===== config.mk =====
export PLATFORM = sky130hd
export DESIGN_NAME = sat_weight_prc_test_regs
export DESIGN_NICKNAME = d
export VERILOG_FILES = /design/src/rtl/sat_weight_prc_pkg.sv /design/src/rtl/sat_weight_prc_test_regs.sv /design/src/rtl/sample_queue.sv
export VERILOG_INCLUDE_DIRS = /design/src /design/src/rtl
export SDC_FILE = /design/constraint.sdc
export NUM_CORES = 1
export LEC_CHECK = 0
export ABC_AREA = 1
export BUFFER_PORTS_ARGS = -buffer_cell sky130_fd_sc_hd__clkbuf_2
export CAP_MARGIN = 10
export CORE_ASPECT_RATIO = 1.75
export CORE_MARGIN = 10
export CORE_UTILIZATION = 41
export DETAILED_ROUTE_END_ITERATION = 7
export PLACE_DENSITY = 0.65
export SETUP_SLACK_MARGIN = 0.2
export SLEW_MARGIN = 20
export SYNTH_ARGS = -nofsm -noshare
export SYNTH_HDL_FRONTEND = slang
export SYNTH_HIERARCHICAL = 1
export SYNTH_SLANG_ARGS = --single-unit

===== constraint.sdc =====
create_clock -name clk_in -period 17.5 [get_ports clk_in]
set_input_delay 0.875 -clock clk_in [delete_from_list [all_inputs] [get_ports clk_in]]
set_output_delay 0.875 -clock clk_in [all_outputs]
set_load 0.02 [all_outputs]

===== src/rtl/sat_weight_prc_map.svh =====
// Purpose: register offsets, field positions, reset values and limits
// Assumes: byte-wide registers at 10-bit addresses
// Notes: included by the package; the register bank uses its macros without including it
`ifndef SAT_WEIGHT_PRC_MAP_SVH
`define SAT_WEIGHT_PRC_MAP_SVH

////////////////////////////////////////////////////////////////////////////////
// register offsets
`define OFS_WEIGHT_GEN_ENABLE  10'h240
`define OFS_WEIGHT_GEN_STATE   10'h241
`define OFS_PRIME_CTRL         10'h250
`define OFS_PRIME_NUM_LOW      10'h251
`define OFS_PRIME_NUM_HIGH     10'h252
`define OFS_SUB_SELECT         10'h260
`define OFS_TERR_TEST_REAL     10'h261
`define OFS_TERR_TEST_IMAG     10'h262
`define OFS_SAT_ONE_TEST_REAL  10'h263
`define OFS_SAT_ONE_TEST_IMAG  10'h264
`define OFS_SAT_TWO_TEST_REAL  10'h265
`define OFS_SAT_TWO_TEST_IMAG  10'h266
`define OFS_SAT_ONE_WEIGHT     10'h267
`define OFS_SAT_TWO_WEIGHT     10'h268

////////////////////////////////////////////////////////////////////////////////
// reset values
`define RST_WEIGHT_GEN_ENABLE  8'hFF
`define RST_ZERO_BYTE          8'h00

////////////////////////////////////////////////////////////////////////////////
// weight generator enable fields
`define BIT_SAT_TWO_BAD_SYNC   7
`define BIT_SAT_TWO_SLIP       6
`define BIT_SAT_TWO_QUEUE      5
`define BIT_SAT_TWO_CALC       4
`define BIT_SAT_ONE_BAD_SYNC   3
`define BIT_SAT_ONE_SLIP       2
`define BIT_SAT_ONE_QUEUE      1
`define BIT_SAT_ONE_CALC       0

// prime channel control fields
`define BIT_PRIME_ENABLE       0
`define BIT_PRIME_SRC_HI       2
`define BIT_PRIME_SRC_LO       1
`define BIT_PRIME_NUM_TOP      8
`define CODE_SRC_SAT_ONE       2'h0
`define CODE_SRC_SAT_TWO       2'h1
`define CODE_SRC_TERR          2'h2
`define CODE_SRC_RESERVED      2'h3
`define PRIME_NUM_MIN          9'h001
`define PRIME_NUM_MAX          9'h102

// substitution select fields
`define BIT_SUB_SAT_TWO_WEIGHT 4
`define BIT_SUB_SAT_ONE_WEIGHT 3
`define BIT_SUB_SAT_TWO_DATA   2
`define BIT_SUB_SAT_ONE_DATA   1
`define BIT_SUB_TERR_DATA      0

`define ZERO_NIBBLE            4'h0
`define QUEUE_DEPTH_DEFAULT    8

`endif


===== src/rtl/sat_weight_prc_pkg.sv =====
// Purpose: shared types of the weight, prime channel and test register bank
// Assumes: map header defines every number
// Notes: sample_t carries one symbol of all streams
`include "sat_weight_prc_map.svh"

package sat_weight_prc_pkg;

    typedef enum logic [1:0] {
        SRC_SAT_ONE  = `CODE_SRC_SAT_ONE,
        SRC_SAT_TWO  = `CODE_SRC_SAT_TWO,
        SRC_TERR     = `CODE_SRC_TERR,
        SRC_RESERVED = `CODE_SRC_RESERVED
    } prime_source_t;

    typedef struct packed {
        logic [7:0] terr_re;
        logic [7:0] terr_im;
        logic [3:0] s1_re;
        logic [3:0] s1_im;
        logic [3:0] s2_re;
        logic [3:0] s2_im;
        logic [3:0] w1;
        logic [3:0] w2;
        logic       bad1;
        logic       slip1;
        logic       bad2;
        logic       slip2;
    } sample_t;

    typedef struct packed {
        logic [7:0]    gen_enable;
        logic [1:0]    gen_state;
        logic          prime_en;
        prime_source_t prime_src;
        logic [8:0]    prime_num;
        logic          prime_run;
        logic [4:0]    sub_sel;
        logic [7:0]    terr_re;
        logic [7:0]    terr_im;
        logic [3:0]    s1_re;
        logic [3:0]    s1_im;
        logic [3:0]    s2_re;
        logic [3:0]    s2_im;
        logic [3:0]    w1;
        logic [3:0]    w2;
        logic [7:0]    rdata;
        logic          rvalid;
        sample_t       out;
        logic          out_valid;
    } bank_state_t;

endpackage


===== src/rtl/sat_weight_prc_test_regs.sv =====
// Purpose: weight generator, prime channel and test substitution registers
// Assumes: byte register port fed by the serial slave decoder
// Notes: samples pass a FIFO, then a registered substitution stage
//
// Notes on behaviour
// bad frame sync plus gate zeroes weights
// cycle slip plus gate zeroes weights
// queue and calc enables; all gates reset set
// read-only running bit per weight generator
// prime channel runs when enabled; source select
// nine-bit channel number, legal 1 to 258
// select bit swaps decoded data for test
// five select bits, reset to zero
// 8-bit terrestrial real/imag test values
// 4-bit satellite real/imag test values
// 4-bit weight test value per satellite
// controls apply per whole symbol, glitch free
`timescale 1ns/1ps

module sat_weight_prc_test_regs
    import sat_weight_prc_pkg::*;
#(
    parameter int unsigned QUEUE_DEPTH = `QUEUE_DEPTH_DEFAULT
) (
    input  wire logic    clk_in,
    input  wire logic    rst_n_in,
    input  wire logic    reg_wr_in,
    input  wire logic    reg_rd_in,
    input  wire logic [9:0] reg_addr_in,
    input  wire logic [7:0] reg_wdata_in,
    output logic [7:0]   reg_rdata_out,
    output logic         reg_rvalid_out,
    input  wire logic    sample_valid_in,
    input  wire sample_t sample_in,
    output logic         sample_ready_out,
    output logic         out_valid_out,
    output sample_t      out_sample_out,
    input  wire logic    out_ready_in,
    input  wire logic    sat_one_weight_running_in,
    input  wire logic    sat_two_weight_running_in,
    output logic         sat_one_weight_queue_on_out,
    output logic         sat_one_weight_calc_on_out,
    output logic         sat_two_weight_queue_on_out,
    output logic         sat_two_weight_calc_on_out,
    output logic         prime_run_out,
    output logic [1:0]   prime_source_out,
    output logic [8:0]   prime_number_out
);

    ////////////////////////////////////////////////////////////////////////////
    // reset release
    logic [1:0]  rst_sync_q;
    logic        rst_q;

    always_ff @(posedge clk_in or negedge rst_n_in) begin
        if (!rst_n_in) begin
            rst_sync_q <= 2'h0;
        end else begin
            rst_sync_q <= {rst_sync_q[0], 1'b1};
        end
    end

    assign rst_q = rst_sync_q[1];

    ////////////////////////////////////////////////////////////////////////////
    // sample queue
    logic        q_valid;
    sample_t     q_data;
    logic        take;

    sample_queue #(
        .WIDTH ($bits(sample_t)),
        .DEPTH (QUEUE_DEPTH)
    ) u_queue (
        .clk_in        (clk_in),
        .rst_n_in      (rst_q),
        .in_valid_in   (sample_valid_in),
        .in_data_in    (sample_in),
        .in_ready_out  (sample_ready_out),
        .out_valid_out (q_valid),
        .out_data_out  (q_data),
        .out_ready_in  (take)
    );

    ////////////////////////////////////////////////////////////////////////////
    // helpers
    bank_state_t q;
    bank_state_t n;

    function automatic bank_state_t reset_state();
        reset_state            = '0;
        reset_state.gen_enable = `RST_WEIGHT_GEN_ENABLE;
        reset_state.sub_sel    = 5'(`RST_ZERO_BYTE);
    endfunction

    function automatic logic [3:0] pick_weight(
        input logic [3:0] gen,
        input logic       bad,
        input logic       slip,
        input logic       bad_gate,
        input logic       slip_gate,
        input logic       sub,
        input logic [3:0] test
    );
        if (sub) begin
            pick_weight = test;
        end else if ((bad && bad_gate) || (slip && slip_gate)) begin
            pick_weight = `ZERO_NIBBLE;
        end else begin
            pick_weight = gen;
        end
    endfunction

    function automatic logic [3:0] pick_nibble(
        input logic       sub,
        input logic [3:0] test,
        input logic [3:0] orig
    );
        pick_nibble = sub ? test : orig;
    endfunction

    function automatic logic num_ok(input logic [8:0] num);
        num_ok = (num >= `PRIME_NUM_MIN) && (num <= `PRIME_NUM_MAX);
    endfunction

    ////////////////////////////////////////////////////////////////////////////
    // next state
    always_comb begin
        n           = q;
        n.rvalid    = 1'b0;
        n.gen_state = {sat_two_weight_running_in, sat_one_weight_running_in};
        take        = q_valid && (!q.out_valid || out_ready_in);

        if (reg_wr_in) begin
            unique case (reg_addr_in)
                `OFS_WEIGHT_GEN_ENABLE: n.gen_enable = reg_wdata_in;
                `OFS_PRIME_CTRL: begin
                    n.prime_en = reg_wdata_in[`BIT_PRIME_ENABLE];
                    if (reg_wdata_in[`BIT_PRIME_SRC_HI:`BIT_PRIME_SRC_LO]
                        != `CODE_SRC_RESERVED) begin
                        n.prime_src = prime_source_t'(
                            reg_wdata_in[`BIT_PRIME_SRC_HI:`BIT_PRIME_SRC_LO]);
                    end
                end
                `OFS_PRIME_NUM_LOW:  n.prime_num[7:0] = reg_wdata_in;
                `OFS_PRIME_NUM_HIGH: n.prime_num[`BIT_PRIME_NUM_TOP] = reg_wdata_in[0];
                `OFS_SUB_SELECT:     n.sub_sel = reg_wdata_in[4:0];
                `OFS_TERR_TEST_REAL: n.terr_re = reg_wdata_in;
                `OFS_TERR_TEST_IMAG: n.terr_im = reg_wdata_in;
                `OFS_SAT_ONE_TEST_REAL: n.s1_re = reg_wdata_in[3:0];
                `OFS_SAT_ONE_TEST_IMAG: n.s1_im = reg_wdata_in[3:0];
                `OFS_SAT_TWO_TEST_REAL: n.s2_re = reg_wdata_in[3:0];
                `OFS_SAT_TWO_TEST_IMAG: n.s2_im = reg_wdata_in[3:0];
                `OFS_SAT_ONE_WEIGHT: n.w1 = reg_wdata_in[3:0];
                `OFS_SAT_TWO_WEIGHT: n.w2 = reg_wdata_in[3:0];
                default: ;
            endcase
        end

        if (reg_rd_in) begin
            n.rvalid = 1'b1;
            unique case (reg_addr_in)
                `OFS_WEIGHT_GEN_ENABLE: n.rdata = q.gen_enable;
                `OFS_WEIGHT_GEN_STATE:  n.rdata = {6'h00, q.gen_state};
                `OFS_PRIME_CTRL:        n.rdata = {5'h00, q.prime_src, q.prime_en};
                `OFS_PRIME_NUM_LOW:     n.rdata = q.prime_num[7:0];
                `OFS_PRIME_NUM_HIGH:    n.rdata = {7'h00, q.prime_num[`BIT_PRIME_NUM_TOP]};
                `OFS_SUB_SELECT:        n.rdata = {3'h0, q.sub_sel};
                `OFS_TERR_TEST_REAL:    n.rdata = q.terr_re;
                `OFS_TERR_TEST_IMAG:    n.rdata = q.terr_im;
                `OFS_SAT_ONE_TEST_REAL: n.rdata = {4'h0, q.s1_re};
                `OFS_SAT_ONE_TEST_IMAG: n.rdata = {4'h0, q.s1_im};
                `OFS_SAT_TWO_TEST_REAL: n.rdata = {4'h0, q.s2_re};
                `OFS_SAT_TWO_TEST_IMAG: n.rdata = {4'h0, q.s2_im};
                `OFS_SAT_ONE_WEIGHT:    n.rdata = {4'h0, q.w1};
                `OFS_SAT_TWO_WEIGHT:    n.rdata = {4'h0, q.w2};
                default:                n.rdata = `RST_ZERO_BYTE;
            endcase
        end

        // whole symbol is muxed in one edge from settled controls
        if (take) begin
            n.out_valid = 1'b1;
            n.out       = q_data;
            n.out.terr_re = q.sub_sel[`BIT_SUB_TERR_DATA] ? q.terr_re : q_data.terr_re;
            n.out.terr_im = q.sub_sel[`BIT_SUB_TERR_DATA] ? q.terr_im : q_data.terr_im;
            n.out.s1_re = pick_nibble(q.sub_sel[`BIT_SUB_SAT_ONE_DATA], q.s1_re, q_data.s1_re);
            n.out.s1_im = pick_nibble(q.sub_sel[`BIT_SUB_SAT_ONE_DATA], q.s1_im, q_data.s1_im);
            n.out.s2_re = pick_nibble(q.sub_sel[`BIT_SUB_SAT_TWO_DATA], q.s2_re, q_data.s2_re);
            n.out.s2_im = pick_nibble(q.sub_sel[`BIT_SUB_SAT_TWO_DATA], q.s2_im, q_data.s2_im);
            n.out.w1 = pick_weight(q_data.w1, q_data.bad1, q_data.slip1,
                q.gen_enable[`BIT_SAT_ONE_BAD_SYNC], q.gen_enable[`BIT_SAT_ONE_SLIP],
                q.sub_sel[`BIT_SUB_SAT_ONE_WEIGHT], q.w1);
            n.out.w2 = pick_weight(q_data.w2, q_data.bad2, q_data.slip2,
                q.gen_enable[`BIT_SAT_TWO_BAD_SYNC], q.gen_enable[`BIT_SAT_TWO_SLIP],
                q.sub_sel[`BIT_SUB_SAT_TWO_WEIGHT], q.w2);
        end else if (out_ready_in) begin
            n.out_valid = 1'b0;
        end

        n.prime_run = n.prime_en && (n.prime_src != SRC_RESERVED)
                      && num_ok(n.prime_num);
    end

    always_ff @(posedge clk_in or negedge rst_q) begin
        if (!rst_q) begin
            q <= reset_state();
        end else begin
            q <= n;
        end
    end

    ////////////////////////////////////////////////////////////////////////////
    // outputs
    assign reg_rdata_out               = q.rdata;
    assign reg_rvalid_out              = q.rvalid;
    assign out_valid_out               = q.out_valid;
    assign out_sample_out              = q.out;
    assign sat_one_weight_queue_on_out = q.gen_enable[`BIT_SAT_ONE_QUEUE];
    assign sat_one_weight_calc_on_out  = q.gen_enable[`BIT_SAT_ONE_CALC];
    assign sat_two_weight_queue_on_out = q.gen_enable[`BIT_SAT_TWO_QUEUE];
    assign sat_two_weight_calc_on_out  = q.gen_enable[`BIT_SAT_TWO_CALC];
    assign prime_run_out               = q.prime_run;
    assign prime_source_out            = q.prime_src;
    assign prime_number_out            = q.prime_num;
endmodule


===== src/rtl/sample_queue.sv =====
// Purpose: sample FIFO with registered read data
// Assumes: reset already synchronised by the caller
// Notes: holds DEPTH words in memory plus one in the output register
`timescale 1ns/1ps

module sample_queue #(
    parameter int unsigned WIDTH = 44,
    parameter int unsigned DEPTH = 8
) (
    input  wire logic             clk_in,
    input  wire logic             rst_n_in,
    input  wire logic             in_valid_in,
    input  wire logic [WIDTH-1:0] in_data_in,
    output logic                  in_ready_out,
    output logic                  out_valid_out,
    output logic [WIDTH-1:0]      out_data_out,
    input  wire logic             out_ready_in
);
    localparam int unsigned PW = (DEPTH > 1) ? $clog2(DEPTH) : 1;
    localparam int unsigned CW = $clog2(DEPTH + 1);
    localparam logic [PW-1:0] LAST = PW'(DEPTH - 1);
    localparam logic [CW-1:0] FULL = CW'(DEPTH);

    typedef struct packed {
        logic [DEPTH-1:0][WIDTH-1:0] mem;
        logic [PW-1:0]               wr;
        logic [PW-1:0]               rd;
        logic [CW-1:0]               cnt;
        logic [WIDTH-1:0]            out_data;
        logic                        out_valid;
        logic                        in_ready;
    } queue_state_t;

    queue_state_t q;
    queue_state_t n;
    logic         push;
    logic         pop;
    logic         load;

    function automatic logic [PW-1:0] step(input logic [PW-1:0] p);
        step = (p == LAST) ? '0 : p + PW'(1);
    endfunction

    always_comb begin
        n    = q;
        push = in_valid_in && q.in_ready;
        pop  = q.out_valid && out_ready_in;
        load = (q.cnt != '0) && (!q.out_valid || pop);
        if (push) begin
            n.mem[q.wr] = in_data_in;
            n.wr        = step(q.wr);
        end
        if (load) begin
            n.out_data  = q.mem[q.rd];
            n.rd        = step(q.rd);
            n.out_valid = 1'b1;
        end else if (pop) begin
            n.out_valid = 1'b0;
        end
        n.cnt      = q.cnt + CW'(push) - CW'(load);
        n.in_ready = (n.cnt != FULL);
    end

    always_ff @(posedge clk_in or negedge rst_n_in) begin
        if (!rst_n_in) begin
            q <= '0;
        end else begin
            q <= n;
        end
    end

    assign in_ready_out  = q.in_ready;
    assign out_valid_out = q.out_valid;
    assign out_data_out  = q.out_data;

endmodule


==> results of run 1 <==
through the flow:
stage | util | instances | hold WS [ns]
finish | 0.444 | 4037 | 0.0771
global route | 0.444 | 4037 | 0.0636
CTS | 0.444 | 4037 | 0.0556
detailed placement | 0.417 | 3949 | 0.337
global placement | 0.417 | 3949 | 0.333
floorplan | - | 3274 | 0.331
area by class of cell:
class / instances / area (µm²) / area share
multi-input cells: 2057 / 9300 / 0.336
inverters: 401 / 1510 / 0.0544
well taps: 799 / 1000 / 0.0361
repair buffers: 160 / 876 / 0.0316
clock inverters: 20 / 285 / 0.0103
flip-flops and latches: 532 / 13300 / 0.481
clock buffers: 68 / 1410 / 0.0508
kinds of logic (layout without fill, tap and decap cells):
family | after synthesis | in the layout | synth area share
other | 1 | 1 | 0.000145
AND/OR/NAND/NOR | 1541 | 1541 | 0.250
flip-flops | 532 | 532 | 0.515
XOR/XNOR | 2 | 2 | 0.000677
buffers and inverters | 685 | 649 | 0.125
adder cells (fa/ha/maj) | 10 | 10 | 0.00513
AO/OA/AOI/OAI | 503 | 503 | 0.103
path summary, 6_finish.rpt:
check | slack, ns | start | endpoint | cells past startpoint
max in group asynchronous | 14.72 | rst_sync_q[1] | u_queue/q[51] | 2
min | 0.08 | rst_n_in | rst_sync_q[0] | 1
max | 14.15 | u_queue/q[50] | u_queue/out_data_out[13] | 9
min reg2reg | 0.35 | rst_sync_q[0] | rst_sync_q[1] | 0
min in group clk_in | 0.35 | rst_sync_q[0] | rst_sync_q[1] | 0
max reg2reg | 14.15 | u_queue/q[50] | u_queue/out_data_out[13] | 9
metal layers:
| layer | wire, µm | up-vias | part of all wire |
|---|---|---|---|
| met3 | 3290 | 124 | 0.048 |
| met4 | 2420 | 4 | 0.035 |
| met2 | 34400 | 479 | 0.50 |
| li1 | - | 10006 | - |
| met1 | 29000 | 9488 | 0.42 |
| met5 | 34 | - | 0.00049 |
power groups by stage:
| stage | Sequential [W] | Clock (W) | Combinational (W) |
|---|---|---|---|
| 2_1_floorplan | 0.00196 | 0 | 0.00154 |
| 3_3_place_gp | 0.00206 | 0 | 0.00177 |
| 3_5_place_dp | 0.00207 | 0 | 0.00180 |
| 4_1_cts | 0.00205 | 0.00115 | 0.00181 |
| 5_1_grt | 0.00211 | 0.00120 | 0.00208 |
| 6_report | 0.00205 | 0.00113 | 0.00179 |
cell usage in the layout, fill, tap and decap left out, types with 5 or more instances in the layout:
master,count
o21ai_1,41
o21ai_2,20
o21ai_0,395
clkinv_2,10
clkbuf_1,8
dfstp_2,8
o21a_1,9
clkbuf_8,11
o22ai_1,7
nand4_1,28
nor2_2,5
buf_4,18
clkbuf_16,49
clkbuf_2,140
dfrtp_1,520
inv_2,7
a31oi_1,16
nand2_2,6
nor2_4,8
nand2_4,10
nor3_1,7
a21oi_1,8
nand3_1,292
bufinv_16,7
ha_1,9
nor2_1,48
inv_1,392
nand2_1,1127
sequential cells by signal (all words and copies together), names as in the netlist, 2 cells and up:
name                  flops
u_queue/q               362
out_sample_out           44
prime_number_out          9
rst_sync_q                2
u_queue/out_data_out     44
q                        52
reg_rdata_out             8
prime_source_out          2
==> results.yml, run 1 <==
sta:
  rsz0062_at_grt: "no"
  finClkSkew_ns: 0.0178
  tns_ns: 0
  setup_viol: 0
  slew_violations: 0
  finalCriticalPeriod_ns: 3.35
  fin_crit_sh: 0.191
  setup_slack_ns: 14.15
  slew_headroom: 0.253
  final_hold_viol_count: 0
  fmax_ghz: 0.299
  worst_pin_slew_ns: 1.12
final_layout:
  antenna_cells: 0
  fin_nets: 3280
  finalInstanceArea_mm2: 0.0277
  areaGrowthSynthToFinish_pct: 7.14
  layout-drive-gt1-share: 0.0976
  nFillCells: 6452
clock_tree:
  cts_setup_buffers: 0
  cts_tree: "done"
  clk_pin_slew_worst_paths_ns: 0.06
  cts_num_sinks: 532
  cts_resized: 0
  ctsRootBufferMaster: "clkbuf_16"
  ctsHtreeMaxLevel: 2
  insertion_delay_ns: 0.59
  cts_hold_buffers: 0
  cts_buffer_depth: 3
  cts_made_buffers: 48
drt:
  vias: 20101
  wl_per_cell_um: 17.1
  wirelength_mm: 69.1
  ant_nets: 0
  dr.pass1.iters: 5
  drcViolationCount: 0
  drtIter0Drc: 1561
  vias_per_cell: 4.98
logic_synthesis:
  netlist_top_cells_area: "dfrtp_1, nand2_1, o21ai_0"
  syn_area_per_cell_um2: 7.90
  yosysUniqueCellTypes: 40
  postSynthCellCount: 3274
  yosysTopAreaCell: "dfrtp_1"
  seq_area_frac_synth: 0.515
  synth_common_cells: "nand2_1, dfrtp_1, o21ai_0"
  syn_area_mm2: 0.0259
  ys_warn_count: 6
  synth.top_cell.area_share: 0.507
  synth_edf_count: 0
  ys_seq_elements: 532
  synthArstFlopShare: 1.00
  yosysMostFrequentCell: "nand2_1"
  syn_nets: 3354
  synth_ff_type: "dfrtp_1"
worst_setup_path:
  critPathTopFamily: "buffers and inverters"
  slowest_stage: "buf_4"
  crit_arrival_ns: 3.86
  worst-path-max-fanout: 80
  start_kind: "flop"
  path_common_cell: "nand2_1"
  path_cells: "inv_4 > buf_4 > buf_4 > nand2_1 > nand2_1 > nand2_1 > nand3_1 > nand3_1 > nand2_1"
  cp_num_buf_inv: 3
  slowest_delay_ns: 0.83
  crit_required_ns: 18.01
  end_kind: "flop"
  setup.worst_path.class: "flop to flop"
power_and_ir_drop:
  seqPwrFrac: 0.413
  p_sw_w: 0.00197
  clockPowerShare: 0.227
  p_int_w: 0.00300
  power_density_mw_per_mm2: 179
  combPwrFrac: 0.359
  vdd.ir_drop.worst_v: 0.000135
  sw_frac_of_total: 0.396
  power_leakage_nw: 14.3
  power_w: 0.00497
run_status:
  status: "complete, no violations"
place:
  placed_area_mm2: 0.0260
  port-buffer-count: 140
  pre_cts_slack_ns: 13.66
  place_congestion: 0.971
  hpwl_mm: 42.5
floorplan:
  initial_utilization: 0.415
  dieArea_mm2: 0.0739
  row_count: 121
  die_y_um: 352
  coreArea_mm2: 0.0624
  fp.dieW_um: 210
  ioPinCount: 141
global_routing:
  grt.busiest_layer: "met2"
  grt_pass1_wl_mm: 110
  use_met1: 0.228
  grt_start_max_net_pins: 171
  grt_pass1_vias: 19543
  antenna_found_initial: 2
  globalRouteTotalUtil: 0.185
  grt-ovfl-total: 0
  grt_util_met3: 0.0241
  met2_usage: 0.318
min_path:
  hp-class: "primary input to async pin"
job:
  cap_violations: 0
Note: power is estimated with default switching activity, not from simulation.
==> run 2: changes to the inputs <==
Settings changed: ABC_AREA 1 to 0, PLACE_DENSITY 0.65 to 0.68.
Clock period 17.5 ns to 3 ns, I/O delays scaled along.
==> results.yml, run 2 <==
run_status:
  status: "complete, no violations"
worst_setup_path:
  cp_num_buf_inv: 5
  critPathTopFamily: "adder cells"
  end_kind: "flop"
  start_kind: "flop"
  r2r_end: "u_queue/in_ready_out"
  setup.worst_path.class: "flop to flop"
  path_cells: "inv_2 > ha_1 > nand2b_1 > o21ai_4 > inv_2 > ha_1 > inv_1 > ha_2 > inv_2 > fa_1 > inv_1 > or4b_4"
  slowest_delay_ns: 0.52
  r2r_setup_slack_ns: 0.34
  crit_required_ns: 3.45
  worst-path-max-fanout: 2
  reg2reg_depth: 12
  path_common_cell: "inv_2"
  slowest_stage: "or4b_4"
  crit_arrival_ns: 3.11
  timing.rr.start: "u_queue/q[48]"
logic_synthesis:
  yosysMostFrequentCell: "dfrtp_1"
  synth_fa_ha_area_frac: 0.00535
  synth_edf_count: 0
  syn_nets: 1978
  syn_area_mm2: 0.0248
  syn_area_per_cell_um2: 13.1
  ys_warn_count: 6
  synth_xor_area_frac: 0.000707
  yosysUniqueCellTypes: 64
  netlist_top_cells_area: "dfrtp_1, mux2_2, mux2i_1"
  seq_area_frac_synth: 0.538
  synth_top_family_by_area: "multiplexers"
  synth_simple_gate_area_frac: 0.0564
  synth_mux_area_frac: 0.290
  synthArstFlopShare: 1.00
  ys_seq_elements: 532
  synth_ff_type: "dfrtp_1"
  synth_common_cells: "dfrtp_1, mux2_2, mux2i_1"
  synth_compound_area_frac: 0.0513
  postSynthCellCount: 1898
  yosysTopAreaCell: "dfrtp_1"
  synth.top_cell.area_share: 0.529
clock_tree:
  cts_num_sinks: 532
  clk_pin_slew_worst_paths_ns: 0.07
  cts_buffer_depth: 3
  ctsRootBufferMaster: "clkbuf_16"
  cts_made_buffers: 48
  cts_tree: "done"
  ctsHtreeMaxLevel: 2
  insertion_delay_ns: 0.59
power_and_ir_drop:
  vdd.ir_drop.worst_v: 0.000668
  p_sw_w: 0.00958
  power_density_mw_per_mm2: 1030
  combPwrFrac: 0.355
  sw_frac_of_total: 0.334
  p_int_w: 0.0191
  seqPwrFrac: 0.421
  power_leakage_nw: 12.7
  clockPowerShare: 0.224
sta:
  rsz0062_at_grt: "no"
  fmax_ghz: 0.376
  worst_pin_slew_ns: 1.01
  fin_crit_sh: 0.887
  final_hold_viol_count: 0
  setup_viol: 0
  slew_violations: 0
  setup_slack_ns: 0.339
  finalCriticalPeriod_ns: 2.66
  slew_headroom: 0.324
  finClkSkew_ns: 0.0260
floorplan:
  ioPinCount: 141
  dieArea_mm2: 0.0711
  die_y_um: 345
  coreArea_mm2: 0.0600
  fp.dieW_um: 206
  row_count: 119
  initial_utilization: 0.413
final_layout:
  top_register: "u_queue/q"
  finalNonFillerCells: 2790
  final_cell_mix: "dfrtp_1, mux2_2, mux2i_1"
  areaGrowthSynthToFinish_pct: 12.6
  largest_reg_flops: 362
  nFillCells: 5276
  layout-drive-gt1-share: 0.355
  final_common_cell: "dfrtp_1"
  fin_nets: 2037
  reg_top3: "u_queue/q: 362 flops, q: 52 flops"
drt:
  wirelength_mm: 61.7
  drcViolationCount: 0
  vias: 15179
  wl_per_cell_um: 22.1
  vias_per_cell: 5.44
  dr.pass1.iters: 5
  ant_nets: 0
  drtIter0Drc: 987
global_routing:
  antenna_found_initial: 12
  grt_start_max_net_pins: 125
  grt-ovfl-total: 0
  grt_pass1_wl_mm: 96.5
  grt_pass1_vias: 16450
  grt_util_met3: 0.0307
  met2_usage: 0.305
  globalRouteTotalUtil: 0.172
  grt.busiest_layer: "met2"
  use_met1: 0.197
job:
  cap_violations: 0
place:
  placedCellCount: 2636
  hpwl_mm: 40.1
  pre_cts_slack_ns: 0.230
  place_congestion: 0.875
  port-buffer-count: 140
min_path:
  hold-path-cell-count: 3
  min_from: "sample_valid_in"
  min_to: "u_queue/q[53]"
  hp-class: "primary input to flop"
## run 2: cell types whose count changed after synthesis, sizes merged, moves of 214 or more
cell	previous run	this run
o21ai	457	43
inv	400	19
nand2	1143	152
mux2	0	428
mux2i	0	214
nand3	294	60
## run 2: stage by stage
| step | utilization | hold slack, ns | area [µm²] | setup TNS, ns | total power [W] |
|---|---|---|---|---|---|
| after global placement | 0.427 | -0.0555 | 25600 | 0 | 0.0217 |
| after floorplan | - | -0.146 | 24800 | -1141.10 | 0.0200 |
| after CTS | 0.464 | 0.000448 | 27800 | 0 | 0.0289 |
| after detailed placement | 0.427 | -0.0531 | 25600 | 0 | 0.0223 |
| final | 0.465 | 0.0271 | 27900 | 0 | 0.0287 |
| after global routing | 0.465 | 0.0370 | 27900 | 0 | 0.0304 |
## run 2: how the worst max path moves through the flow
stage	from	to	slack, ns	cells past startpoint
2_1_floorplan	rst_sync_q[1]	out_sample_out[0]	-2.17	0
3_3_place_gp	out_valid_out	u_queue/in_ready_out	0.28	13
3_5_place_dp	u_queue/q[48]	u_queue/in_ready_out	0.23	12
4_1_cts	u_queue/q[48]	u_queue/in_ready_out	0.20	12
5_1_grt	u_queue/q[48]	u_queue/in_ready_out	0.20	12
6_report	u_queue/q[48]	u_queue/in_ready_out	0.34	12
## run 2: power groups by stage
| stage | clock, W | sequential, W | combinational (W) |
|---|---|---|---|
| final | 0.00643 | 0.0121 | 0.0102 |
| after global routing | 0.00686 | 0.0124 | 0.0111 |
| after CTS | 0.00660 | 0.0121 | 0.0102 |
| after detailed placement | 0 | 0.0122 | 0.0101 |
| after global placement | 0 | 0.0120 | 0.00978 |
| after floorplan | 0 | 0.0116 | 0.00840 |
## run 2: kinds of logic after synthesis
kind of cell,after synthesis
and+or+nand+nor,285
DFF,532
adders and majority gates,10
AOI/OAI and AO/OA,183
xor gates and xnor gates,2
muxes,645
buffers and inverters,240
other,1
## run 2: cell type report
type	instances	area, µm²	area share
inverters	19	71.3	0.00256
flip-flops and latches	532	13300	0.478
diodes	7	17.5	0.000628
well taps	786	983	0.0353
multi-input cells	1126	10100	0.362
repair buffers	230	1750	0.0627
clock buffers	74	1460	0.0523
clock inverters	16	196	0.00704
## run 2: routing by layer
| metal | vias to the layer above | wire length [µm] |
|---|---|---|
| met5 | - | 66 |
| met4 | 10 | 2420 |
| met3 | 132 | 2980 |
| met2 | 387 | 31900 |
| met1 | 7815 | 24300 |
| li1 | 6835 | - |
## run 2: worst reg2reg max path, delay by kind of cell (launching register included)
| kind | cells | cell delay, ns |
|---|---|---|
| fa+ha+maj | 4 | 1.08 |
| compound gates | 1 | 0.18 |
| buf+inv | 5 | 0.26 |
| simple gates | 2 | 0.62 |
| flops | 1 | 0.38 |
## run 2: timing repair
item,4_1_cts,5_1_grt
hold buffers,54,0
hold endpoints to repair,383,0
gates resized for setup,0,7
setup endpoints to repair,0,1
setup buffers,0,3
==> run 3: changes to the inputs <==
Settings changed: PLACE_DENSITY 0.68 to not set, PLACE_DENSITY_LB_ADDON set to 0.3.
==> results.yml, run 3 (synthesis results as in run 2) <==
run_status:
  status: "complete, no violations"
sta:
  finClkSkew_ns: 0.0202
  worst_pin_slew_ns: 1.06
  setup_slack_ns: 0.348
  fmax_ghz: 0.377
  slew_headroom: 0.291
  rsz0062_at_grt: "no"
  final_hold_viol_count: 0
  slew_violations: 0
  fin_crit_sh: 0.884
  finalCriticalPeriod_ns: 2.65
  setup_viol: 0
floorplan:
  initial_utilization: 0.413
  die_y_um: 345
  row_count: 119
  coreArea_mm2: 0.0600
  ioPinCount: 141
  dieArea_mm2: 0.0711
  fp.dieW_um: 206
place:
  hpwl_mm: 41.2
  port-buffer-count: 140
  pre_cts_slack_ns: 0.212
  place_congestion: 0.915
  placed_area_mm2: 0.0258
global_routing:
  grt-ovfl-total: 0
  globalRouteTotalUtil: 0.176
  grt_pass1_vias: 16292
  antenna_found_initial: 6
  grt_start_max_net_pins: 85
  grt_pass1_wl_mm: 98.1
worst_setup_path:
  end_kind: "flop"
  worst-path-max-fanout: 2
  setup.worst_path.class: "flop to flop"
  crit_arrival_ns: 3.10
  start_kind: "flop"
  crit_required_ns: 3.45
final_layout:
  areaGrowthSynthToFinish_pct: 13.2
  fin_nets: 2056
  nFillCells: 5295
  top_register: "u_queue/q"
  final_common_cell: "dfrtp_1"
  final_cell_mix: "dfrtp_1, mux2_2, mux2i_1"
  largest_reg_flops: 362
  layout-drive-gt1-share: 0.357
  reg_top3: "u_queue/q: 362 flops, q: 52 flops"
  finalInstanceArea_mm2: 0.0280
min_path:
  hp-class: "primary input to flop"
power_and_ir_drop:
  power_density_mw_per_mm2: 1020
  power_w: 0.0287
  power_leakage_nw: 12.8
  vdd.ir_drop.worst_v: 0.000413
clock_tree:
  cts_tree: "done"
  ctsRootBufferMaster: "clkbuf_16"
  ctsHtreeMaxLevel: 2
  cts_num_sinks: 532
  insertion_delay_ns: 0.59
  cts_made_buffers: 50
  clk_pin_slew_worst_paths_ns: 0.06
  cts_buffer_depth: 3
drt:
  ant_nets: 0
  vias: 15247
  wirelength_mm: 63.1
  drcViolationCount: 0
  wl_per_cell_um: 22.5
  dr.pass1.iters: 5
  drtIter0Drc: 850
  vias_per_cell: 5.44
job:
  cap_violations: 0
-- run 3: changes by cell type in the layout (fill, tap and decap cells not counted), moves of 3 or more --
cell and change:
buf_12 +5, buf_4 +12, clkbuf_1 +7, clkbuf_8 -3
clkinv_2 -4, diode_2 -5
-- run 3: per-stage QoR --
step	hold WS (ns)	cells	TNS (ns)	util
after floorplan	-0.146	1898	-1141.10	-
after global placement	-0.0595	2652	0	0.430
after detailed placement	-0.0543	2652	0	0.430
after CTS	0.00218	2797	0	0.467
after global routing	0.0307	2801	0	0.467
final	0.0248	2802	0	0.467
-- run 3: critical path, cell delays in order, from the launching register on --
cell and delay (ns):
dfrtp_1 0.38, inv_2 0.06, ha_1 0.15, nand2b_1 0.11
o21ai_4 0.18, inv_2 0.05, ha_1 0.26, inv_1 0.06
ha_2 0.17, inv_1 0.05, fa_1 0.48, inv_1 0.06
or4b_4 0.52
-- run 3: power breakdown --
group	switching, W	total [W]	internal [W]
clock network	0.00273	0.00640	0.00366
registers	0.00190	0.0122	0.0103
logic	0.00497	0.0101	0.00517
total	0.00960	0.0287	0.0191
-- run 3: area by class of cell --
cell class | instances | area [µm²] | share of cell area
flip-flops and latches | 532 | 13300 | 0.475
multi-input cells | 1126 | 10100 | 0.360
repair buffers | 247 | 1940 | 0.0691
clock buffers | 80 | 1500 | 0.0533
well taps | 786 | 983 | 0.0351
clock inverters | 10 | 138 | 0.00491
inverters | 19 | 71.3 | 0.00254
diodes | 2 | 5.00 | 0.000178
-- run 3: what timing repair did --
item                                    4_1_cts  5_1_grt
gates resized for setup                       1        4
pin swaps                                     0        1
endpoints found under the setup margin        1        1
hold buffers                                 54        0
buffers inserted                              1        3
hold endpoints to repair                    383        0
-- run 3: path summary, 6_finish.rpt --
kind | start | to | slack (ns) | cells past startpoint
max in group asynchronous | rst_sync_q[1] | reg_rdata_out[1] | 1.66 | 1
worst max register to register | u_queue/q[48] | u_queue/in_ready_out | 0.35 | 12
worst max-delay path | u_queue/q[48] | u_queue/in_ready_out | 0.35 | 12
worst min register to register | rst_sync_q[1] | u_queue/q[281] | 0.33 | 0
worst min-delay path | sample_valid_in | u_queue/q[53] | 0.02 | 3
min in group asynchronous | rst_sync_q[1] | u_queue/q[281] | 0.33 | 0
-- run 3: metal layers --
metal | wire, µm | part of all wire | global-route usage | vias to the layer above
met5 | 47 | 0.00075 | 0 | -
met4 | 2480 | 0.039 | 0.0740 | 8
met3 | 2880 | 0.046 | 0.0274 | 121
met1 | 25500 | 0.40 | 0.211 | 7908
met2 | 32100 | 0.51 | 0.304 | 349
li1 | - | - | - | 6861
